File: config.mk
export PLATFORM = sky130hd
export DESIGN_NAME = cctu_unit
export DESIGN_NICKNAME = d
export VERILOG_FILES = /design/src/include/cctu_pkg.sv /design/src/include/cctu_tick_if.sv /design/src/verilog/cctu_unit.sv /design/src/verilog/cctu_monostable.sv
export VERILOG_INCLUDE_DIRS = /design/src /design/src/include
export SDC_FILE = /design/constraint.sdc
export NUM_CORES = 1
export LEC_CHECK = 0
export BUFFER_PORTS_ARGS = -buffer_cell sky130_fd_sc_hd__buf_2
export CORE_MARGIN = 2
export CORE_UTILIZATION = 60
export DETAILED_ROUTE_END_ITERATION = 6
export GPL_TIMING_DRIVEN = 1
export PLACE_DENSITY = 0.81
export SKIP_CTS_REPAIR_TIMING = 1
export SLEW_MARGIN = 20
export SYNTH_ARGS = -nofsm -noshare
export SYNTH_HDL_FRONTEND = slang
export SYNTH_SLANG_ARGS = --single-unit
File: constraint.sdc
create_clock -name sys_clk -period 11.8 [get_ports sys_clk]
set_input_delay 1.77 -clock sys_clk [delete_from_list [all_inputs] [get_ports sys_clk]]
set_output_delay 1.77 -clock sys_clk [all_outputs]
set_load 0.02 [all_outputs]
File: src/include/cctu_map.svh
// constants for the camera counter timer unit
`ifndef CCTU_MAP_SVH
`define CCTU_MAP_SVH
`define CCTU_CLK_HZ        10_000_000
`define CCTU_TICK_US       1
`define CCTU_TICK_CYCLES   ((`CCTU_CLK_HZ / 1_000_000) * `CCTU_TICK_US)
`define CCTU_MAX_MINUTES   70
`define CCTU_MAX_PERIOD_US (`CCTU_MAX_MINUTES * 60 * 1_000_000)
`define CCTU_CNT_W         32
`define CCTU_ZERO          32'h0000_0000
`define CCTU_ONE           32'h0000_0001
`define CCTU_ISO_IN_N      2
`define CCTU_ISO_OUT_N     2
`define CCTU_DIFF_N        4
`endif

File: src/include/cctu_pkg.sv
// types for the camera counter timer unit
package cctu_pkg;
	typedef enum logic [1:0] {CCTU_EV_LINE = 2'h0, CCTU_EV_FRAME = 2'h1, CCTU_EV_USEC = 2'h2} cctu_event_t;
	typedef enum logic [1:0] {CCTU_GT_LINE = 2'h0, CCTU_GT_FRAME = 2'h1, CCTU_GT_TRIG = 2'h2,
		CCTU_GT_ACQ = 2'h3} cctu_gate_t;
	typedef enum logic [1:0] {CCTU_OS_SOFT = 2'h0, CCTU_OS_ASTABLE = 2'h1, CCTU_OS_EXPOSE = 2'h2,
		CCTU_OS_TRIG = 2'h3} cctu_osel_t;
	typedef enum logic [1:0] {CCTU_DS_IDLE = 2'b01, CCTU_DS_WAIT = 2'b10} cctu_dstate_t;
endpackage : cctu_pkg

File: src/include/cctu_tick_if.sv
// shared tick and reset carrier between unit modules
`timescale 1ns/1ps
`default_nettype none
interface cctu_tick_if;
	logic tick;
	logic srst;
	modport src (output tick, input srst);
	modport snk (input tick, input srst);
endinterface : cctu_tick_if
`default_nettype wire

File: src/verilog/cctu_unit.sv
// camera counter timer unit top
`timescale 1ns/1ps
`default_nettype none
`include "cctu_map.svh"
module cctu_unit
	import cctu_pkg::*;
#(
	parameter int W = `CCTU_CNT_W
) (
	// clock and reset
	input  wire logic                       sys_clk,
	input  wire logic                       srst,
	// pins
	input  wire logic [`CCTU_ISO_IN_N-1:0]  isoIn,
	input  wire logic [`CCTU_DIFF_N-1:0]    diffIn,
	input  wire logic                       lineIn,
	input  wire logic                       frameIn,
	input  wire logic                       acqActive,
	// trigger control
	input  wire logic [2:0]                 trigSel,
	input  wire logic                       trigEdge,
	input  wire logic                       trigInvert,
	// astable
	input  wire logic                       astEnable,
	input  wire logic [W-1:0]               astPeriod,
	// monostables
	input  wire logic [1:0]                 monoSrc,
	input  wire logic [W-1:0]               exposeWidth,
	input  wire logic [W-1:0]               resetWidth,
	// trigger delay
	input  wire logic                       dlyLines,
	input  wire logic [W-1:0]               dlyCount,
	// event counter
	input  wire cctu_event_t                evSel,
	input  wire cctu_gate_t                 gateSel,
	// isolated outputs
	input  wire cctu_osel_t [`CCTU_ISO_OUT_N-1:0] outSel,
	input  wire logic [`CCTU_ISO_OUT_N-1:0] outSoft,
	// results
	output var  logic                       exposure_sync_out,
	output var  logic                       pixel_reset_out,
	output var  logic                       astableOut,
	output var  logic                       acqTrigger,
	output var  logic                       dlyPending,
	output var  logic [W-1:0]               evRunning,
	output var  logic [W-1:0]               evFinal,
	output var  logic [`CCTU_ISO_OUT_N-1:0] isoOut,
	output var  logic [`CCTU_DIFF_N-1:0]    diffStatus
);
	localparam int PRE_W = 8;
	localparam int IN_N = `CCTU_ISO_IN_N + `CCTU_DIFF_N + 2;
	cctu_tick_if tk();
	assign tk.srst = srst;

	// pin synchronisers, two flops before use
	logic [IN_N-1:0] s1_q, s2_q, s3_q;
	always_ff @(posedge sys_clk) begin
		if (srst) begin
			s1_q <= '0;
			s2_q <= '0;
			s3_q <= '0;
		end else begin
			s1_q <= {frameIn, lineIn, diffIn, isoIn};
			s2_q <= s1_q;
			s3_q <= s2_q;
		end
	end
	wire logic lineRise  = s2_q[IN_N-2] & ~s3_q[IN_N-2];
	wire logic lineFall  = ~s2_q[IN_N-2] & s3_q[IN_N-2];
	wire logic frameRise = s2_q[IN_N-1] & ~s3_q[IN_N-1];
	wire logic frameFall = ~s2_q[IN_N-1] & s3_q[IN_N-1];

	logic [PRE_W-1:0] pre_q, pre_d;
	logic             tick_q, tick_d;
	always_comb begin
		tick_d = 1'b0;
		pre_d  = pre_q + PRE_W'(1);
		if (pre_q == PRE_W'(`CCTU_TICK_CYCLES - 1)) begin
			pre_d  = '0;
			tick_d = 1'b1;
		end
	end
	always_ff @(posedge sys_clk) begin
		if (srst) begin
			pre_q  <= '0;
			tick_q <= 1'b0;
		end else begin
			pre_q  <= pre_d;
			tick_q <= tick_d;
		end
	end
	assign tk.tick = tick_q;

	logic selLvl, selLvlPrev_q, trigHit;
	always_comb begin
		selLvl = 1'b0;
		if (trigSel < 3'(`CCTU_ISO_IN_N + `CCTU_DIFF_N))
			selLvl = s2_q[trigSel] ^ trigInvert;
		trigHit = trigEdge ? (selLvl & ~selLvlPrev_q) : selLvl;
	end
	always_ff @(posedge sys_clk) begin
		if (srst)
			selLvlPrev_q <= 1'b0;
		else
			selLvlPrev_q <= selLvl;
	end

	logic [W-1:0] astCnt_q, astCnt_d;
	logic         astOut_q, astOut_d;
	always_comb begin
		astCnt_d = astCnt_q;
		astOut_d = 1'b0;
		if (!astEnable || astPeriod == W'(`CCTU_ZERO)) begin
			astCnt_d = W'(`CCTU_ZERO);
		end else if (tick_q) begin
			astCnt_d = astCnt_q + W'(`CCTU_ONE);
			if (astCnt_q + W'(`CCTU_ONE) >= astPeriod) begin
				astCnt_d = W'(`CCTU_ZERO);
				astOut_d = 1'b1;
			end
		end
	end
	always_ff @(posedge sys_clk) begin
		if (srst) begin
			astCnt_q <= W'(`CCTU_ZERO);
			astOut_q <= 1'b0;
		end else begin
			astCnt_q <= astCnt_d;
			astOut_q <= astOut_d;
		end
	end

	cctu_dstate_t dSt_q, dSt_d;
	logic [W-1:0] dCnt_q, dCnt_d;
	logic         acqTrig_q, acqTrig_d;
	always_comb begin
		dSt_d     = dSt_q;
		dCnt_d    = dCnt_q;
		acqTrig_d = 1'b0;
		case (dSt_q)
			CCTU_DS_IDLE: begin
				if (trigHit) begin
					if (dlyCount == W'(`CCTU_ZERO)) begin
						acqTrig_d = 1'b1;
					end else begin
						dCnt_d = dlyCount;
						dSt_d  = CCTU_DS_WAIT;
					end
				end
			end
			CCTU_DS_WAIT: begin
				// new hits ignored here
				if (dlyLines ? lineRise : tick_q) begin
					dCnt_d = dCnt_q - W'(`CCTU_ONE);
					if (dCnt_q == W'(`CCTU_ONE)) begin
						acqTrig_d = 1'b1;
						dSt_d     = CCTU_DS_IDLE;
					end
				end
			end
			default: dSt_d = CCTU_DS_IDLE;
		endcase
	end
	always_ff @(posedge sys_clk) begin
		if (srst) begin
			dSt_q     <= CCTU_DS_IDLE;
			dCnt_q    <= W'(`CCTU_ZERO);
			acqTrig_q <= 1'b0;
		end else begin
			dSt_q     <= dSt_d;
			dCnt_q    <= dCnt_d;
			acqTrig_q <= acqTrig_d;
		end
	end
	dly_hold_a: assert property (@(posedge sys_clk) disable iff (srst)
		(dSt_q == CCTU_DS_WAIT && !(dlyLines ? lineRise : tick_q)) |=> (dCnt_q == $past(dCnt_q)))
		else $error("trigger delay restarted while pending");
	dly_nodrop_a: assert property (@(posedge sys_clk) disable iff (srst)
		(dSt_q == CCTU_DS_WAIT && dCnt_q > W'(`CCTU_ONE)) |=> (dSt_q == CCTU_DS_WAIT && !acqTrig_q))
		else $error("trigger delay ended early");
	ast_pulse_a: assert property (@(posedge sys_clk) disable iff (srst)
		astOut_q |=> !astOut_q)
		else $error("astable pulse wider than one cycle");

	logic monoFire;
	always_comb begin
		case (monoSrc)
			2'h0:    monoFire = acqTrig_q;
			2'h1:    monoFire = astOut_q;
			2'h2:    monoFire = trigHit;
			default: monoFire = lineRise;
		endcase
	end
	logic expPulse, pixPulse;
	cctu_monostable #(.W(W)) u_expose (.sys_clk(sys_clk), .tk(tk), .fire(monoFire), .width(exposeWidth),
		.pulse(expPulse));
	cctu_monostable #(.W(W)) u_pixrst (.sys_clk(sys_clk), .tk(tk), .fire(monoFire), .width(resetWidth),
		.pulse(pixPulse));

	logic [W-1:0] evRun_q, evRun_d, evFin_q, evFin_d;
	logic         gateOn_q, gateOn_d, evHit, gStart, gEnd;
	always_comb begin
		case (evSel)
			CCTU_EV_LINE:  evHit = lineRise;
			CCTU_EV_FRAME: evHit = frameRise;
			CCTU_EV_USEC:  evHit = tick_q;
			default:       evHit = 1'b0;
		endcase
		case (gateSel)
			CCTU_GT_LINE: begin
				gStart = lineRise;
				gEnd   = lineFall;
			end
			CCTU_GT_FRAME: begin
				gStart = frameRise;
				gEnd   = frameFall;
			end
			CCTU_GT_TRIG: begin
				gStart = selLvl & ~selLvlPrev_q;
				gEnd   = ~selLvl & selLvlPrev_q;
			end
			default: begin
				gStart = acqActive & ~gateOn_q;
				gEnd   = ~acqActive & gateOn_q;
			end
		endcase
		gateOn_d = gateOn_q;
		evRun_d  = evRun_q;
		evFin_d  = evFin_q;
		if (gStart) begin
			gateOn_d = 1'b1;
			evRun_d  = W'(`CCTU_ZERO);
		end else if (gEnd && gateOn_q) begin
			gateOn_d = 1'b0;
			evFin_d  = evRun_q + (evHit ? W'(`CCTU_ONE) : W'(`CCTU_ZERO));
		end else if (gateOn_q && evHit) begin
			evRun_d = evRun_q + W'(`CCTU_ONE);
		end
	end
	always_ff @(posedge sys_clk) begin
		if (srst) begin
			gateOn_q <= 1'b0;
			evRun_q  <= W'(`CCTU_ZERO);
			evFin_q  <= W'(`CCTU_ZERO);
		end else begin
			gateOn_q <= gateOn_d;
			evRun_q  <= evRun_d;
			evFin_q  <= evFin_d;
		end
	end
	ev_final_a: assert property (@(posedge sys_clk) disable iff (srst)
		(gEnd && gateOn_q && !gStart && !evHit) |=> (evFin_q == $past(evRun_q)))
		else $error("final count not captured");

	logic [`CCTU_ISO_OUT_N-1:0] iso_d, iso_q;
	always_comb begin
		for (int i = 0; i < `CCTU_ISO_OUT_N; i++) begin
			case (outSel[i])
				CCTU_OS_SOFT:    iso_d[i] = outSoft[i];
				CCTU_OS_ASTABLE: iso_d[i] = astOut_q;
				CCTU_OS_EXPOSE:  iso_d[i] = expPulse;
				default:         iso_d[i] = acqTrig_q;
			endcase
		end
	end
	logic expo_q, pix_q;
	always_ff @(posedge sys_clk) begin
		if (srst) begin
			iso_q  <= '0;
			expo_q <= 1'b0;
			pix_q  <= 1'b0;
		end else begin
			iso_q  <= iso_d;
			expo_q <= expPulse;
			pix_q  <= pixPulse;
		end
	end
	tick_single_a: assert property (@(posedge sys_clk) disable iff (srst)
		tick_q |=> !tick_q)
		else $error("tick wider than one cycle");

	assign exposure_sync_out = expo_q;
	assign pixel_reset_out   = pix_q;
	assign astableOut        = astOut_q;
	assign acqTrigger        = acqTrig_q;
	assign dlyPending        = dSt_q[1];
	assign evRunning         = evRun_q;
	assign evFinal           = evFin_q;
	assign isoOut            = iso_q;
	assign diffStatus        = s2_q[`CCTU_ISO_IN_N +: `CCTU_DIFF_N];
endmodule : cctu_unit
`default_nettype wire

File: src/verilog/cctu_monostable.sv
// one monostable pulse timer
`timescale 1ns/1ps
`default_nettype none
`include "cctu_map.svh"
module cctu_monostable #(
	parameter int W = `CCTU_CNT_W
) (
	// clock and tick
	input  wire logic         sys_clk,
	cctu_tick_if.snk          tk,
	// control
	input  wire logic         fire,
	input  wire logic [W-1:0] width,
	// pulse
	output var  logic         pulse
);
	logic [W-1:0] cnt_q, cnt_d;
	logic         on_q, on_d;
	always_comb begin
		cnt_d = cnt_q;
		on_d  = on_q;
		if (fire && !on_q && width != W'(`CCTU_ZERO)) begin
			on_d  = 1'b1;
			cnt_d = width;
		end else if (on_q && tk.tick) begin
			cnt_d = cnt_q - W'(`CCTU_ONE);
			if (cnt_q == W'(`CCTU_ONE))
				on_d = 1'b0;
		end
	end
	always_ff @(posedge sys_clk) begin
		if (tk.srst) begin
			cnt_q <= W'(`CCTU_ZERO);
			on_q  <= 1'b0;
		end else begin
			cnt_q <= cnt_d;
			on_q  <= on_d;
		end
	end
	assign pulse = on_q;
	mono_start_a: assert property (@(posedge sys_clk) disable iff (tk.srst)
		(fire && !on_q && width != W'(`CCTU_ZERO)) |=> on_q)
		else $error("monostable did not start");
endmodule : cctu_monostable
`default_nettype wire

Yosys cells after proc, flatten, opt, wreduce, memory -nomap -nowiden

Index checks and enable logic that the tools add are counted.

Register bits: 237
Latch bits: 0
Input bits: 158
Memory bits (writable): 0
Memory bits (read-only): 0
Memories: 0
Output and inout bits: 75

Add/sub/neg operators: 7
Bitwise operators: 20
Shift operators: 0
Multipliers: 0
Reduce and logical (&&, ||, !) cells: 37
Mux-type cells: 41
Order comparisons: 3
Div/mod/pow operators: 0
Equal/unequal tests: 20

Operator list:

| kind                    | count |
|---|---|
| $mux W32                | 8 |
| $eq A32 B1 Y1 const B   | 3 |
| $sub A32 B1 Y32 const B | 3 |
| $add A32 B1 Y32 const B | 2 |
| $logic_not A32 Y1       | 2 |
| $pmux W32 S2            | 1 |
| $reduce_bool A32 Y1     | 2 |
| $add A32 B1 Y32         | 1 |
| $ge A32 B32 Y1          | 1 |
| $mux W1                 | 19 |
| $pmux W1 S3             | 6 |
| $eq A2 B1 Y1 const B    | 6 |
| $eq A2 B2 Y1 const B    | 6 |
| $reduce_bool A2 Y1      | 6 |
| $not A1 Y1              | 11 |
| $logic_not A2 Y1        | 5 |
| $add A8 B1 Y8 const B   | 1 |
| $and A1 B1 Y1           | 8 |
| $eq A8 B4 Y1 const B    | 1 |
| $logic_and A1 B1 Y1     | 8 |
| $mux W2                 | 4 |
| $ne A2 B2 Y1 const B    | 4 |
| $reduce_and A2 Y1       | 4 |
| $reduce_and A4 Y1       | 2 |
| 10 further kinds        | 14 |

Depth between registers and ports, before layout

Word-level depth: 11
Depth in mapped cells: 19

Cells and area by module

Synthesis repeated with hierarchy kept, for this count alone.

Cells, all modules: 1,668
Area total of the unflattened synthesis: 13,482.9 um2

By module, submodules not included:

| module          | area each (um2) | times used | cells an instance |
|---|---|---|---|
| cctu_unit       | 9,771.9         | 1          | 1,200 |
| cctu_monostable | 1,855.5         | 2          | 234 |

Worst setup path after synthesis

OpenSTA, ideal clock, no wires.

Path kind: in2reg
Start point: input astPeriod[19]
End point: register astCnt_q[9]
Setup slack: 7,772 ps
Arrival: 3,954 ps
Setup time: 74 ps
Cell stages on the path: 11
Path through: inv_1 -> ha_1 -> a21oi_1 -> o21ai_0 -> a221o_1 -> a2111oi_0 -> a21boi_1 -> buf_2 -> buf_2 -> nand3b_1 -> a31oi_1

Cells in the longest elaborated chain, start to end: 3
Elaborated cells on any way between the ends: 5

Ends and longest elaborated chain:

| element                                                | RTL line         | source |
|---|---|---|
| start: declaration                                     | cctu_unit.sv:25  | `input wire logic [W-1:0] astPeriod,` |
| branches (longest 3 deep; another with $ge A32 B32 Y1) | -                |  |
| end signal: assignment                                 | cctu_unit.sv:125 | `` astCnt_q <= W'(`CCTU_ZERO); `` |
| end signal: assignment                                 | cctu_unit.sv:128 | `astCnt_q <= astCnt_d;` |
| end: declaration                                       | cctu_unit.sv:108 | `logic [W-1:0] astCnt_q, astCnt_d;` |

Parallel ways; which one is timed is not known.
A chain may end at the register's enable or synchronous reset.

Final worst setup path

Start point: register astCnt_q[0]
End point: register astCnt_q[2]

Cells in the longest elaborated chain, start to end: 3

Ends and longest elaborated chain:

| element           | RTL line                           | source |
|---|---|---|
| $add A32 B1 Y32 * | cctu_unit.sv:116, cctu_unit.sv:117 |  |
| $ge A32 B32 Y1    | cctu_unit.sv:117                   | `` if (astCnt_q + W'(`CCTU_ONE) >= astPeriod) begin `` |
| $mux W32 *        | cctu_unit.sv:117                   |  |

Every way passes the cells marked *; elsewhere a longest branch is shown, timed or not.

==> qor.txt <==
status: completed
Crit path buffers/inverters: 1
CP peak stage delay: 0.51 ns
CORE AREA: 21,760 sq um
Total Wirelength: 35,170 microns
drt first-iter violations: 937
CTS Buffer Depth: 3
worst hold slack: 0.4337 ns
Hold EP: s2_q[4]
Nets: 2,005
share of layout cells above drive strength 1: 17.80%
worst skew pair latency: 0.53 ns
GRT Resource Usage Total: 28.76%
Post-synth EDFFs: 0
Switch Pwr: 0.0007481 W
pwr dens: 150.9 nW/um^2
worst min-delay path class: flip-flop to flip-flop
Slew headroom: 30.36%
initial core utilization: 60.79%
Clock Sinks: 231
max-slew violations: 0
top area cells in the synthesized netlist: dfxtp_1, a21oi_1, nor2_1, ha_1, nand2_1
DR WL/cell: 16.75 microns
final period utilization: 37.62%
multi-input logic area: 7954 sq um
vias in the first global route: 11.57k
number of fill cells in the layout: 1,833
# setup viols final: 0
WP data required: 12.27 ns
top-count cell post-synth: dfxtp_1
Cell Area, Synth: 13,230 sq um
Pleak: 5.865 nW
total gr overflow: 0
Post-DRT Antenna Nets: 0
full die area: 23,250 sq um
met1 usage in global routing: 40.47%
post-synth top area share: 34.97%
combinational group share of total power: 25.3%
Register Area: 4624 sq um
Hold Fails Final Rpt: 0
Port Buffers: 232
Vias/cell: 6.116
clock-pin transition on the worst setup and hold timing paths: 0.06 ns
ys flop type: dfxtp_1
Top Family by Delay on Critical Path: simple AND/OR/NAND/NOR gates
r2r worst-path depth: 15
Hold Path Depth: 1
Max Clk Rate: 0.2253 GHz
R2R Setup Slk: 7.36 ns
Die Wd: 152.5 microns
Clock power frac: 34.6%
final core area utilization: 69.86%
GP Congestion: 0.9087
Syn Area/Cell: 8.074 sq um
Setup crit start: astCnt_q[0]
Pint: 0.001545 W
met3 Use GR: 4.152%
worst slew pin tran: 1.045 ns
Max-Cap Viols: 0
worst path arrival time: 4.91 ns
Final WS setup: 7.361 ns
Boundary Pins: 233
worst-path cell chain: ha_1 -> nand3_1 -> nor3_2 -> and3_1 -> nand3_1 -> xnor2_1 -> ha_1 -> a21oi_1 -> nand2_1 -> a221o_1 -> a2111oi_0 -> a21boi_1 -> buf_4 -> and2_1 -> a221o_1
reg2reg end: astCnt_q[2]
largest area contributor in the synthesized netlist: dfxtp_1
first-pass GRT wire length: 57,300 microns
Reg power frac: 40.0%
die span in y: 152.5 microns
Fin Clk Skew: 0.01041 ns
H-tree depth: 1
detailed-route via count: 12.84k
global routing met2 resource utilization: 47.08%
pre-CTS WS: 7.027 ns
root buf cell: clkbuf_16
num rows: 54
Critical-path top delay cell: nor3_2
CP Capture Type: flip-flop
largest net degree at the start of global routing: 94
GR peak layer: met2
Peak VDD IR: 0.1303 mV
asr flop ratio synth: 0%
RSZ-0062 raised after global routing: no
top cells by count, synth: dfxtp_1, a21oi_1, nor2_1, nand2_1, nand3_1
CP max FO: 27
post-DP HPWL: 24,600 microns
post-synthesis net count: 1,842
Final min period: 4.439 ns
Worst Setup Start Kind: flip-flop
worst r2r src: astCnt_q[0]
Hold Path Origin: s1_q[4]
DRC: 0
CTS tree: done
Post-Synthesis Cells: 1,638
CP Class: flip-flop to flip-flop
Syn-to-layout area delta: 14.92%
sw frac: 32.63%
FF+latch count, synth: 231
Pre-antenna DRT Iters: 5
number of distinct library cells after synthesis: 78
CTS Buf Count: 26
Yosys warning count: 0
Setup TNS: 0 ns
sequential-to-total area share from yosys stat: 34.97%
antenna violations before repair: 3
state kept, by name (all words and copies together), names as in the netlist, 8 cells and up:
register,count
evFinal,32
s2_q,8
u_pixrst.cnt_q,32
evRunning,32
astCnt_q,32
dCnt_q,32
u_expose.cnt_q,32
pre_q,8
s1_q,8
final cells by class:
| type | instances | share of cell area (%) |
|---|---|---|
| diodes | 4 | 0.06586 |
| well taps | 280 | 2.305 |
| flip-flops and latches | 231 | 30.43 |
| repair buffers | 240 | 8.051 |
| inverters | 56 | 1.383 |
| multi-input cells | 1246 | 52.33 |
| clock buffers | 37 | 5.088 |
| clock inverters | 5 | 0.3458 |
through the flow:
step	instance area (sq um)	std cells	power (W)
final	15200	2099	0.002293
after global routing	15190	2096	0.002407
after CTS	15170	2095	0.002293
after detailed placement	14350	2053	0.001501
after global placement	14340	2053	0.001485
after floorplan	13230	1638	0.001372
worst max path at each step:
stage                        endpoint  cells after the start
global placement    u_pixrst.cnt_q[0]                      7
CTS                      astCnt_q[30]                     15
finish                    astCnt_q[2]                     15
floorplan                 astCnt_q[9]                     11
detailed placement          dCnt_q[0]                      9
global route              astCnt_q[2]                     15
worst reg2reg max path, cell delays in order (launching register included):
cell and delay, ns:
dfxtp_1 0.42, ha_1 0.27, nand3_1 0.16, nor3_2 0.51
and3_1 0.45, nand3_1 0.14, xnor2_1 0.14, ha_1 0.30
a21oi_1 0.13, nand2_1 0.07, a221o_1 0.28, a2111oi_0 0.37
a21boi_1 0.22, buf_4 0.30, and2_1 0.40, a221o_1 0.22
power by group through the flow:
stage / logic (W) / clock network [W] / registers (W)
2_1_floorplan: 0.000449 / 0 / 0.000924
3_3_place_gp: 0.000557 / 0 / 0.000928
3_5_place_dp: 0.000570 / 0 / 0.000931
4_1_cts: 0.000574 / 0.000805 / 0.000915
5_1_grt: 0.000642 / 0.000837 / 0.000928
6_report: 0.000581 / 0.000794 / 0.000918
kinds of logic after synthesis:
group / synth area share [%]
muxes: 1.514
xor gates and xnor gates: 7.010
adders and majority gates: 4.352
buffers and inverters: 5.071
AOI/OAI and AO/OA: 19.49
and+or+nand+nor: 27.60
DFF: 34.97
layout by cell type, fill, tap and decap left out, types with 6 or more instances in the layout:
cell,synthesis,routed
xor2_1,49,49
buf_4,5,9
o311ai_0,13,13
xnor2_1,55,55
ha_1,46,45
nor4_1,47,47
o32ai_1,18,18
dfxtp_1,231,231
nand2b_1,18,18
or3_1,31,31
and4_1,15,15
and2_1,13,13
a211oi_1,45,45
clkbuf_8,0,6
buf_2,26,231
nand3b_1,10,10
a31oi_1,20,20
o32ai_2,6,6
nand3_1,85,85
nor3_1,63,63
a21oi_1,155,155
nor2b_1,28,28
nand4_1,31,31
inv_1,55,55
nor2_1,154,154
o211ai_1,19,19
a22oi_1,8,8
clkbuf_16,0,27
nand2_1,135,132
mux2i_1,11,11
o21ai_0,33,32
a221o_1,9,9
and3_1,28,28
or4_1,9,9
layer usage:
| metal | part of all wire, % | wire [microns] |
|---|---|---|
| met5 | 0.037 | 13 |
| met4 | 1.8 | 648 |
| met3 | 7.3 | 2564 |
| met2 | 46 | 16060 |
| met1 | 45 | 15880 |
Power figures use the tool's default switching activity.
